$ cat src/include/ris_pkg.sv
// constants and types shared by the radio interrupt and status block
`default_nettype none

package ris_pkg;

  // ==========================================================================
  // register addresses on the serial port
  localparam logic [6:0] ADDR_STAT1 = 7'h03; // first status register
  localparam logic [6:0] ADDR_STAT2 = 7'h04; // event_status_second
  localparam logic [6:0] ADDR_EN1   = 7'h05; // enables of first status
  localparam logic [6:0] ADDR_EN2   = 7'h06; // enables of second status

  // ==========================================================================
  // serial framing
  localparam int         WRITE_BIT = 7;       // address byte msb: 1 = write
  localparam logic [2:0] BIT_LAST  = 3'h7;    // last bit of a byte

  // ==========================================================================
  // first status register bit positions
  localparam int B1_FIFO_ERR  = 7;
  localparam int B1_TX_AFULL  = 6;
  localparam int B1_TX_AEMPTY = 5;
  localparam int B1_RX_AFULL  = 4;
  localparam int B1_EXT       = 3;
  localparam int B1_PKT_SENT  = 2;
  localparam int B1_PKT_VALID = 1;
  localparam int B1_CRC_FAIL  = 0;

  // ==========================================================================
  // second status register bit positions
  localparam int B2_SYNC      = 7;
  localparam int B2_PRE_VALID = 6;
  localparam int B2_PRE_INVAL = 5;
  localparam int B2_RSSI      = 4;
  localparam int B2_WUT       = 3;
  localparam int B2_LOW_BATT  = 2;
  localparam int B2_CHIP_RDY  = 1;
  localparam int B2_POWER_ON  = 0;

  // ==========================================================================
  // reset values and fixed masks
  localparam logic [7:0] EN1_RESET     = 8'h00;
  localparam logic [7:0] EN2_RESET     = 8'h00;
  localparam logic [7:0] STAT_RESET    = 8'h00;
  localparam logic [7:0] LATCH_ALWAYS1 = 8'h00; // no bit latches unenabled
  localparam logic [7:0] LATCH_ALWAYS2 = 8'h04; // low battery always latches

  // ==========================================================================
  // timing
  localparam int CLK_PERIOD_NS = 100; // mclk_i at 10 MHz

  // ==========================================================================
  // serial port phases
  typedef enum logic [1:0] {
    RIS_ADDR,
    RIS_DATA,
    RIS_DONE
  } ris_spi_t;

endpackage : ris_pkg

`default_nettype wire

$ cat src/logic/ris_irq_status.sv
// interrupt and status logic of the packet radio, with its serial port
`default_nettype none

module ris_irq_status
  import ris_pkg::*;
#(
  parameter int FIFO_W    = 7,      // fifo byte count width
  parameter int SETTLE_NS = 100000  // crystal settling time in ns
)(
  input  wire logic              mclk_i,
  input  wire logic              rst_i,
  // serial register port pins
  input  wire logic              spi_sclk_i,
  input  wire logic              spi_sdi_i,
  input  wire logic              spi_sel_n_i,
  output logic                   spi_sdo_o,
  output logic                   spi_sdo_oe_o,
  // fifo events and levels
  input  wire logic              tx_fifo_error_i,
  input  wire logic              rx_fifo_error_i,
  input  wire logic              tx_fifo_reset_i,
  input  wire logic              rx_fifo_reset_i,
  input  wire logic [FIFO_W-1:0] tx_fifo_count_i,
  input  wire logic [FIFO_W-1:0] tx_afull_thr_i,
  input  wire logic [FIFO_W-1:0] tx_aempty_thr_i,
  input  wire logic [FIFO_W-1:0] rx_fifo_count_i,
  input  wire logic [FIFO_W-1:0] rx_afull_thr_i,
  input  wire logic              ext_event_i,
  // packet handler events
  input  wire logic              pkt_sent_i,
  input  wire logic              fifo_mode_i,
  input  wire logic              tx_start_i,
  input  wire logic              pkt_valid_i,
  input  wire logic              sync_accepted_i,
  input  wire logic              crc_fail_i,
  input  wire logic              rx_data_start_i,
  // receiver, timer, supply and power events
  input  wire logic              sync_detect_i,
  input  wire logic              rx_packet_done_i,
  input  wire logic              preamble_detect_i,
  input  wire logic              sync_timeout_i,
  input  wire logic              preamble_invalid_i,
  input  wire logic              rssi_above_i,
  input  wire logic              wut_expired_i,
  input  wire logic              low_battery_i,
  input  wire logic              path_enable_i,
  input  wire logic              device_idle_i,
  input  wire logic              por_event_i,
  // interrupt to the host
  output logic                   interrupt_request_low_o
);

  // ==========================================================================
  // constants
  // the settling counter is 16 bits wide: keep SETTLE_NS below about
  // 6.5 ms at 10 MHz or the count would be cut short
  localparam int         SETTLE_INT = (SETTLE_NS + CLK_PERIOD_NS - 1)
                                      / CLK_PERIOD_NS;
  localparam logic [15:0] SETTLE_CYC = 16'(SETTLE_INT); // rounded up

  // ==========================================================================
  // state
  typedef struct packed {
    logic        sclk_m;
    logic        sclk_s;
    logic        sclk_d;
    logic        sdi_m;
    logic        sdi_s;
    logic        sel_m;
    logic        sel_s;
    ris_spi_t    spi;
    logic [2:0]  bitcnt;
    logic [7:0]  shin;
    logic [7:0]  shout;
    logic        wr;
    logic [6:0]  addr;
    logic        tx_err;
    logic        rx_err;
    logic [7:0]  st1;
    logic [7:0]  st2;
    logic [7:0]  lat1;
    logic [7:0]  lat2;
    logic [7:0]  en1;
    logic [7:0]  en2;
    logic [15:0] settle;
    logic        irq_n;
    logic        sdo;
    logic        sdo_oe;
  } ris_state_t;

  ris_state_t s_reg;
  ris_state_t s_next;

  // ==========================================================================
  // register view: enabled bits show the latch, others the live status
  // low battery, kept by the keep mask, shows its latch even unenabled
  function automatic logic [7:0] ris_view(input logic [7:0] lat,
                                          input logic [7:0] st,
                                          input logic [7:0] en,
                                          input logic [7:0] keep);
    ris_view = (lat & (en | keep)) | (st & ~en);
  endfunction

  // next latch: new enabled edges set, read clears enabled bits, set wins
  function automatic logic [7:0] ris_latch(input logic [7:0] lat,
                                           input logic [7:0] rise,
                                           input logic [7:0] en,
                                           input logic [7:0] keep,
                                           input logic       rd);
    ris_latch = (lat & ~(rd ? en : 8'h00)) | (rise & (en | keep));
  endfunction

  // ==========================================================================
  // next state
  always_comb
  begin
    logic       rise_c;
    logic       fall_c;
    logic [7:0] shin_c;
    logic [7:0] rise1;
    logic [7:0] rise2;
    logic       rd1;
    logic       rd2;
    rise_c = 1'b0;
    fall_c = 1'b0;
    shin_c = 8'h00;
    rise1  = 8'h00;
    rise2  = 8'h00;
    rd1    = 1'b0;
    rd2    = 1'b0;
    s_next = s_reg;

    // pin synchronisers; only the second stage feeds logic, and a third
    // stage on the serial clock gives the edge detector its previous value
    s_next.sclk_m = spi_sclk_i;
    s_next.sclk_s = s_reg.sclk_m;
    s_next.sclk_d = s_reg.sclk_s;
    s_next.sdi_m  = spi_sdi_i;
    s_next.sdi_s  = s_reg.sdi_m;
    s_next.sel_m  = spi_sel_n_i;
    s_next.sel_s  = s_reg.sel_m;
    rise_c = s_reg.sclk_s & ~s_reg.sclk_d;
    fall_c = ~s_reg.sclk_s & s_reg.sclk_d;
    shin_c = {s_reg.shin[6:0], s_reg.sdi_s};

    // serial port: address byte, then one data byte
    // a read loads its data when the address byte completes, so the
    // clear-on-read of a status register takes effect even if the host
    // never clocks the data byte out; deselect aborts any frame
    if (s_reg.sel_s)
    begin
      s_next.spi    = RIS_ADDR;
      s_next.bitcnt = 3'h0;
      s_next.sdo    = 1'b0;
      s_next.sdo_oe = 1'b0;
    end
    else
    begin
      case (s_reg.spi)
        RIS_ADDR:
        begin
          if (rise_c)
          begin
            s_next.shin   = shin_c;
            s_next.bitcnt = s_reg.bitcnt + 3'h1;
            if (s_reg.bitcnt == BIT_LAST)
            begin
              s_next.wr   = shin_c[WRITE_BIT];
              s_next.addr = shin_c[6:0];
              s_next.spi  = RIS_DATA;
              if (!shin_c[WRITE_BIT])
              begin
                if (shin_c[6:0] == ADDR_STAT1)
                begin
                  s_next.shout = ris_view(s_reg.lat1, s_reg.st1,
                                          s_reg.en1, LATCH_ALWAYS1);
                  rd1 = 1'b1;
                end
                else if (shin_c[6:0] == ADDR_STAT2)
                begin
                  s_next.shout = ris_view(s_reg.lat2, s_reg.st2,
                                          s_reg.en2, LATCH_ALWAYS2);
                  rd2 = 1'b1;
                end
                else if (shin_c[6:0] == ADDR_EN1)
                  s_next.shout = s_reg.en1;
                else if (shin_c[6:0] == ADDR_EN2)
                  s_next.shout = s_reg.en2;
                else
                  s_next.shout = 8'h00; // unmapped reads as zero
                s_next.sdo    = s_next.shout[7];
                s_next.sdo_oe = 1'b1;
              end
            end
          end
        end
        RIS_DATA:
        begin
          if (rise_c)
          begin
            s_next.shin   = shin_c;
            s_next.bitcnt = s_reg.bitcnt + 3'h1;
            if (s_reg.bitcnt == BIT_LAST)
            begin
              s_next.spi = RIS_DONE;
              if (s_reg.wr && s_reg.addr == ADDR_EN1)
                s_next.en1 = shin_c;
              else if (s_reg.wr && s_reg.addr == ADDR_EN2)
                s_next.en2 = shin_c;
            end
          end
          // the fall right after the address byte leaves bit 7 on the pin;
          // later falls shift the next bit out ahead of the host's rise
          else if (fall_c && !s_reg.wr && s_reg.bitcnt != 3'h0)
          begin
            s_next.shout = {s_reg.shout[6:0], 1'b0};
            s_next.sdo   = s_reg.shout[6];
          end
        end
        default:
        begin
          s_next.spi = RIS_DONE; // further bytes ignored until deselect
        end
      endcase
    end

    // first status register, live conditions
    // each flag below lets its set condition win over a clear that
    // arrives in the same cycle, so no event is ever lost
    s_next.tx_err = tx_fifo_error_i | (s_reg.tx_err & ~tx_fifo_reset_i);
    s_next.rx_err = rx_fifo_error_i | (s_reg.rx_err & ~rx_fifo_reset_i);
    s_next.st1[B1_FIFO_ERR] = s_next.tx_err | s_next.rx_err;
    s_next.st1[B1_TX_AFULL] = tx_fifo_count_i > tx_afull_thr_i;
    s_next.st1[B1_TX_AEMPTY] =
      tx_fifo_count_i <= tx_aempty_thr_i;
    // rx almost full holds its value while the count equals the threshold
    if (rx_fifo_count_i > rx_afull_thr_i)
      s_next.st1[B1_RX_AFULL] = 1'b1;
    else if (rx_fifo_count_i < rx_afull_thr_i)
      s_next.st1[B1_RX_AFULL] = 1'b0;
    s_next.st1[B1_EXT] = ext_event_i;
    s_next.st1[B1_PKT_SENT] = pkt_sent_i | (s_reg.st1[B1_PKT_SENT]
      & fifo_mode_i & ~tx_start_i);
    s_next.st1[B1_PKT_VALID] = pkt_valid_i
      | (s_reg.st1[B1_PKT_VALID] & ~sync_accepted_i);
    s_next.st1[B1_CRC_FAIL] = crc_fail_i
      | (s_reg.st1[B1_CRC_FAIL] & ~rx_data_start_i);

    // second status register, live conditions
    s_next.st2[B2_SYNC] = sync_detect_i
      | (s_reg.st2[B2_SYNC] & ~rx_packet_done_i);
    s_next.st2[B2_PRE_VALID] = preamble_detect_i
      | (s_reg.st2[B2_PRE_VALID] & ~sync_detect_i
         & ~sync_timeout_i);
    s_next.st2[B2_PRE_INVAL] = preamble_invalid_i;
    s_next.st2[B2_RSSI]      = rssi_above_i;
    s_next.st2[B2_WUT]       = wut_expired_i;
    s_next.st2[B2_LOW_BATT]  = low_battery_i;
    s_next.st2[B2_POWER_ON]  = por_event_i;

    // chip ready after crystal settling, dropped in idle
    // the counter stops at the settling count, so a path enable that
    // lasts for hours never wraps it; idle restarts the wait
    if (device_idle_i)
    begin
      s_next.settle           = 16'h0000;
      s_next.st2[B2_CHIP_RDY] = 1'b0;
    end
    else if (path_enable_i)
    begin
      if (s_reg.settle >= SETTLE_CYC)
        s_next.st2[B2_CHIP_RDY] = 1'b1;
      else
        s_next.settle = s_reg.settle + 16'h0001;
    end

    // latched events and clear-on-read
    // rising edges are taken from the next live value against the
    // current one, so a one-cycle event pulse is never missed;
    // low battery latches even while its enable is clear
    rise1 = s_next.st1 & ~s_reg.st1;
    rise2 = s_next.st2 & ~s_reg.st2;
    s_next.lat1 = ris_latch(s_reg.lat1, rise1, s_reg.en1,
                            LATCH_ALWAYS1, rd1);
    s_next.lat2 = ris_latch(s_reg.lat2, rise2, s_reg.en2,
                            LATCH_ALWAYS2, rd2);

    // interrupt low while any enabled latch stands in either register
    // built from the next latches and enables, so an enable write or a
    // clearing read moves the pin in the same cycle as the register
    s_next.irq_n = ~(|(s_next.lat1 & s_next.en1)
                   | |(s_next.lat2 & s_next.en2));
  end

  // ==========================================================================
  // state register
  // synchronisers reset to the idle pin levels (clock low, select high)
  // so no false serial edge follows reset
  always_ff @(posedge mclk_i)
  begin
    if (rst_i)
    begin
      s_reg        <= '0;
      s_reg.sclk_m <= 1'b0;
      s_reg.sel_m  <= 1'b1;
      s_reg.sel_s  <= 1'b1;
      s_reg.spi    <= RIS_ADDR;
      s_reg.st1    <= STAT_RESET;
      s_reg.st2    <= STAT_RESET;
      s_reg.en1    <= EN1_RESET;
      s_reg.en2    <= EN2_RESET;
      s_reg.irq_n  <= 1'b1;
    end
    else
      s_reg <= s_next;
  end

  // ==========================================================================
  // outputs straight from flip-flops
  assign spi_sdo_o               = s_reg.sdo;
  assign spi_sdo_oe_o            = s_reg.sdo_oe;
  assign interrupt_request_low_o = s_reg.irq_n;

endmodule : ris_irq_status

`default_nettype wire
$ cat config.mk
export PLATFORM = sky130hd
export DESIGN_NAME = ris_irq_status
export DESIGN_NICKNAME = d
export VERILOG_FILES = /design/src/include/ris_pkg.sv /design/src/logic/ris_irq_status.sv
export SDC_FILE = /design/constraint.sdc
export NUM_CORES = 1
export LEC_CHECK = 0
export ABC_AREA = 1
export ABC_CLOCK_PERIOD_IN_PS = 2200
export BUFFER_PORTS_ARGS = -buffer_cell sky130_fd_sc_hd__buf_2
export CAP_MARGIN = 15
export CORE_ASPECT_RATIO = 1.4
export CORE_MARGIN = 5
export CORE_UTILIZATION = 58
export DETAILED_ROUTE_END_ITERATION = 6
export PLACE_DENSITY = 0.8
export SYNTH_ARGS = -nofsm -noshare
export SYNTH_HDL_FRONTEND = slang
export SYNTH_SLANG_ARGS = --single-unit
export TNS_END_PERCENT = 20
$ cat constraint.sdc
create_clock -name mclk_i -period 2.2 [get_ports mclk_i]
set_input_delay 0.11 -clock mclk_i [delete_from_list [all_inputs] [get_ports mclk_i]]
set_output_delay 0.11 -clock mclk_i [all_outputs]
set_load 0.05 [all_outputs]
==> flow_metrics.py, run 1 <==
metrics = {
    "detailed_routing": {
        "via_count": 5049,
        "ant_nets": 0,
        "drc": 0,
        "via_per_inst": 5.36,
        "drt-total-wl_mm": 12.7,
        "dr.first_iter.drc_count": 467,
        "dr.pass1.iters": 5,
        "wl_per_cell_um": 13.5,
    },
    "clock_network": {
        "h-tree-depth": 3,
        "clock_path_buffers": 2,
        "clkTransAtPathRegs_ns": 0.07,
        "cts_setup_buffers": 0,
        "cts-root-buf": "clkbuf_16",
        "worstSkewPairLatency_ns": 0.36,
        "clock-sinks": 103,
        "cts_made_buffers": 9,
        "cts_tree": "built",
    },
    "cells_and_area": {
        "final-seq-area_mm2": 0.00206,
        "fin_cells": 942,
        "nets": 919,
        "diodes": 0,
        "area.growth.synth_to_final_pct": 15.8,
        "largest_reg_flops": 96,
        "multiInputGateArea_mm2": 0.00266,
        "drive_gt1_share_pct": 15.2,
        "n_fill_cell": 755,
    },
    "global_route": {
        "grt_overflow": 0,
        "met2_usage_pct": 43.2,
        "met1_usage_pct": 25.7,
        "grt_use_met3_pct": 4.38,
        "antenna_found_initial": 0,
        "grt_start_max_net_pins": 39,
        "grt_use_total_pct": 23.7,
        "grt_first_pass_wirelength_mm": 21.7,
        "grt_pass1_vias": 4946,
        "grt_busiest_layer": "met2",
    },
    "timing": {
        "worstMarginPinSlew_ns": 0.623,
        "min_period_ns": 1.94,
        "finalSetupViolations": 0,
        "tns_ns": 0,
        "max_freq_mhz": 515,
        "min_period_over_period_pct": 88.3,
        "rsz0062_at_grt": "no",
        "slew_headroom_pct": 58.4,
        "slew_viol_final": 0,
        "clock-skew-final_ns": 0.00843,
        "hold_viol_final": 0,
    },
    "worst_setup_path": {
        "cp_cell_sequence": "inv_2 > nand3_4 > inv_1 > nand4_1 > o221ai_1 > nand3_1 > a21oi_1",
        "reg2reg_setup_slack_ns": 0.26,
        "crit_path_start_kind": "flip-flop",
        "required_ns": 2.49,
        "crit_slowest_cell": "nand4_1",
        "crit_type": "reg -> reg",
        "cp_max_fo": 8,
        "slowest_delay_ns": 0.41,
        "endpoint_kind": "flip-flop",
        "arrival_ns": 2.23,
    },
    "pwr": {
        "peakVddDrop_uv": 465,
        "power_per_cell_area_mw_per_mm2": 610,
        "leakagePower_nw": 2.85,
    },
    "die": {
        "die_w_um": 90.8,
        "start_util_pct": 59.0,
        "rows": 41,
        "core_mm2": 0.00898,
        "io_pins": 66,
        "die_h_um": 123,
        "die_area_mm2": 0.0112,
    },
    "logic_synthesis": {
        "yosys_most_used_dff": "dfxtp_1",
        "yosysWarnings": 0,
        "synth-seq-cells": 103,
        "synth_top_area_share_pct": 38.9,
        "async_flop_share_pct": 0,
        "synth_top_area_cell": "dfxtp_1",
        "synth_top_cells_by_area": "dfxtp_1, nand2_1, inv_1",
        "syn_nets": 842,
        "ys_types": 39,
        "syn_area_mm2": 0.00530,
        "synth_edf_count": 0,
        "ys_seq_area_share_pct": 38.9,
        "avgSynthCellArea_um2": 7.04,
        "synth.most_common_cell": "nand2_1",
        "syn-instance-count": 753,
        "synthTopCellsByCount": "nand2_1, inv_1, dfxtp_1",
    },
    "job": {
        "drv_cap": 0,
    },
    "placement": {
        "dp.cells": 913,
        "hpwl_mm": 9.46,
        "portBuffers": 65,
        "gp_congestion": 0.942,
    },
    "hold_path": {
        "hold_path_class": "in -> reg",
    },
    "status": {
        "status": "finished clean",
    },
}
## where the power goes
part	internal (mW)	leakage [nW]	total (mW)	switching [mW]
Sequential	1.89	0.836	1.91	0.0164
Combinational	0.124	1.88	0.280	0.156
Clock	0.813	0.136	1.55	0.741
Total	2.83	2.85	3.74	0.914
## path summary, 6_finish.rpt
path,startpoint,endpoint,depth (start not counted)
setup / recovery,s_reg[88],s_reg[81],7
hold / removal,tx_fifo_error_i,s_reg[68],3
setup reg to reg,s_reg[88],s_reg[81],7
hold reg to reg,s_next[103],s_next[102],2
## worst max-delay path, delay by kind of cell, from the launching register on
kind                   cells  cell delay, ns
buffers and inverters      2            0.24
and+or+nand+nor            3            0.76
AOI/OAI and AO/OA          2            0.54
DFF                        1            0.32
## metrics by stage
stage	hold WS, ns	total power [mW]	setup WS, ns	util (%)	instance area, um2
after floorplan	0.214	2.11	0.498	-	5300
after global placement	0.292	2.20	0.258	63.6	5710
after detailed placement	0.296	2.22	0.188	63.6	5710
after CTS	0.00464	3.76	0.142	68.3	6130
after global routing	0.0437	3.89	0.00898	68.4	6140
final	0.00386	3.74	0.258	68.4	6140
## what timing repair did
| action | CTS | global route |
|---|---|---|
| endpoints found under the hold margin | 13 | 0 |
| endpoints found under the setup margin | 0 | 1 |
| hold buffers | 13 | 0 |
| resized for setup | 0 | 2 |
## routing by layer
metal | wire (um) | vias up
li1 | - | 2573
met1 | 5020 | 2285
met2 | 6430 | 155
met3 | 660 | 36
met4 | 576 | 0
met5 | 0 | -
## placed cells by master, fill, tap and decap left out, drive strengths merged
| master | synthesis | final |
|---|---|---|
| nand2 | 146 | 146 |
| inv | 126 | 129 |
| nor2 | 104 | 104 |
| dfxtp | 103 | 103 |
| a21oi | 85 | 85 |
| buf | 12 | 72 |
| o21ai | 51 | 51 |
| nand3 | 45 | 45 |
| ha | 26 | 26 |
| nor3 | 15 | 15 |
| dlygate4sd3 | 0 | 13 |
| nand4 | 10 | 10 |
| clkbuf | 7 | 10 |
| o221ai | 6 | 6 |
| a31oi | 3 | 3 |
| o211ai | 3 | 3 |
| a21o | 2 | 2 |
| or2 | 2 | 2 |
| clkinvlp | 0 | 2 |
| a22oi | 1 | 1 |
| o21a | 1 | 1 |
| xor2 | 1 | 1 |
| xnor2 | 1 | 1 |
| a211oi | 1 | 1 |
| o22ai | 1 | 1 |
| nand3b | 1 | 1 |
| clkinv | 0 | 1 |
## kinds of logic (layout without fill, tap and decap cells)
group | after synthesis | count (layout) | synth area share, %
buffers and inverters | 145 | 227 | 11.0
AOI/OAI and AO/OA | 154 | 154 | 15.6
adders and majority gates | 26 | 26 | 6.14
xor gates and xnor gates | 2 | 2 | 0.331
and+or+nand+nor | 323 | 323 | 28.0
DFF | 103 | 103 | 38.9
## layout make-up
class	count	area share (%)
clock buffer	10	3.89
clock inverter	6	0.815
inverter	126	7.71
multi-input combinational	505	43.3
sequential	103	33.6
tap	107	2.18
timing repair buffer	85	8.48
No activity file was read; power rests on OpenSTA's default activity.
==> inputs of run 2 (changes only) <==
- CORE_MARGIN: 5 -> not set
- RECOVER_POWER: not set -> 25
==> flow_metrics.py, run 2 (synthesis results as in run 1) <==
metrics = {
    "global_route": {
        "grt_use_total_pct": 27.9,
        "grt_pass1_vias": 4713,
        "antenna_found_initial": 0,
        "grt_start_max_net_pins": 36,
        "grt_first_pass_wirelength_mm": 20.3,
        "grt_overflow": 0,
    },
    "status": {
        "violations": "capacitance limit, slew limit",
        "status": "complete, but fails checks",
    },
    "placement": {
        "gp_congestion": 0.888,
        "hpwl_mm": 9.07,
        "portBuffers": 65,
    },
    "clock_network": {
        "cts_setup_buffers": 0,
        "clock_path_buffers": 2,
        "cts_tree": "built",
        "clock-sinks": 103,
        "clkTransAtPathRegs_ns": 0.07,
        "cts_made_buffers": 9,
        "worstSkewPairLatency_ns": 0.35,
        "cts-root-buf": "clkbuf_16",
        "h-tree-depth": 3,
    },
    "hold_path": {
        "hold_end": "s_reg[58]",
        "hold_path_class": "in -> reg",
        "hold_depth": 3,
        "holdCritStartpoint": "sync_detect_i",
    },
    "worst_setup_path": {
        "required_ns": 2.42,
        "reg2reg_setup_slack_ns": 0.21,
        "crit_slowest_cell": "dfxtp_1",
        "slowest_delay_ns": 0.34,
        "cp_cell_sequence": "ha_1 > ha_1 > nand3_2 > nor2_2 > nand2_2 > o21ai_1 > nand2_1 > nand2_1 > nor2_1 > nand2_1 > o21ai_2",
        "reg2reg_depth": 11,
        "endpoint_kind": "flip-flop",
        "crit_path_start": "s_reg[93]",
        "crit_type": "reg -> reg",
        "crit_family": "simple AND/OR/NAND/NOR gates",
        "r2r-end": "interrupt_request_low_o",
        "worst_path_most_repeated_cell": "nand2_1",
        "crit_path_start_kind": "flip-flop",
        "r2r_start": "s_reg[93]",
        "cp_max_fo": 15,
        "critPathBufInv": 0,
        "arrival_ns": 2.21,
    },
    "detailed_routing": {
        "via_count": 5062,
        "ant_nets": 0,
        "dr.pass1.iters": 5,
        "wl_per_cell_um": 13.2,
        "drc": 0,
        "drt-total-wl_mm": 12.4,
        "via_per_inst": 5.39,
        "dr.first_iter.drc_count": 347,
    },
    "job": {
        "drv_cap": 1,
    },
    "timing": {
        "max_freq_mhz": 502,
        "clock-skew-final_ns": 0.0110,
        "min_period_over_period_pct": 90.5,
        "slew_headroom_pct": -5.04,
        "rsz0062_at_grt": "no",
        "min_period_ns": 1.99,
        "finalSetupViolations": 0,
        "hold_viol_final": 0,
        "slew_viol_final": 36,
        "tns_ns": 0,
        "worstMarginPinSlew_ns": 1.58,
    },
    "die": {
        "die_w_um": 82.8,
        "start_util_pct": 60.8,
        "io_pins": 66,
        "rows": 40,
        "die_h_um": 115,
        "die_area_mm2": 0.00953,
        "core_mm2": 0.00871,
    },
    "cells_and_area": {
        "nets": 919,
        "layout.cells.most_common": "nand2_1",
        "final-seq-area_mm2": 0.00206,
        "final_cell_mix": "nand2_1, inv_1, dfxtp_1",
        "diodes": 0,
        "drive_gt1_share_pct": 14.9,
        "n_fill_cell": 741,
        "area.growth.synth_to_final_pct": 15.5,
        "multiInputGateArea_mm2": 0.00266,
        "largest_reg_flops": 96,
    },
    "pwr": {
        "peakVddDrop_uv": 507,
        "leakagePower_nw": 2.84,
        "power_per_cell_area_mw_per_mm2": 604,
        "power_mw": 3.70,
    },
}
==> run 2: changes by cell type in the layout (fill, tap and decap cells not counted), moves of 2 or more <==
cell / previous run / this run
buf_2: 65 / 63
buf_4: 6 / 4
clkbuf_1: 0 / 3
clkinvlp_4: 2 / 0
==> run 2: per-stage QoR <==
step | util [%] | instances | cell area (um2) | hold slack, ns | setup WS (ns)
3_3_place_gp | 65.5 | 910 | 5700 | 0.296 | 0.238
5_1_grt | 70.3 | 940 | 6120 | 0.0265 | 0.00538
2_1_floorplan | - | 753 | 5300 | 0.214 | 0.498
3_5_place_dp | 65.5 | 910 | 5700 | 0.300 | 0.115
4_1_cts | 70.3 | 940 | 6120 | 0.000761 | 0.108
6_report | 70.3 | 940 | 6120 | 0.0123 | 0.209
==> run 2: timing repair <==
action                                 in CTS  in global routing
endpoints found under the hold margin      14                  0
hold buffers                               14                  0
gates resized for setup                     0                  4
setup endpoints to repair                   0                  5
==> run 2: tightest hold or removal path, cell delays in order <==
cell    delay (ns)
buf_2         0.10
nor2_1        0.05
nor2_1        0.07
==> run 2: where the power goes <==
| part | total (mW) | internal, mW | switching, mW |
|---|---|---|---|
| Clock | 1.51 | 0.784 | 0.722 |
| Combinational | 0.283 | 0.125 | 0.158 |
| Sequential | 1.91 | 1.89 | 0.0160 |
==> run 2: final cells by class <==
class	count	share of cell area (%)
Clock inverter	6	0.797
Sequential cell	103	33.7
Multi-Input combinational cell	505	43.4
Inverter	126	7.73
Clock buffer	10	3.74
Tap cell	105	2.15
Timing Repair Buffer	85	8.46
==> run 2: how the worst max path moves through the flow <==
stage / end / slack [ns] / cells past startpoint
3_3_place_gp: interrupt_request_low_o / 0.24 / 11
2_1_floorplan: interrupt_request_low_o / 0.50 / 13
3_5_place_dp: interrupt_request_low_o / 0.12 / 11
5_1_grt: interrupt_request_low_o / 0.005 / 11
6_report: interrupt_request_low_o / 0.21 / 11
4_1_cts: interrupt_request_low_o / 0.11 / 11
==> run 2: routing by layer <==
layer	routed length [um]	global-route usage, %
met5	0	0
met4	380	14.3
met3	621	5.48
met2	6380	49.5
met1	5050	30.7
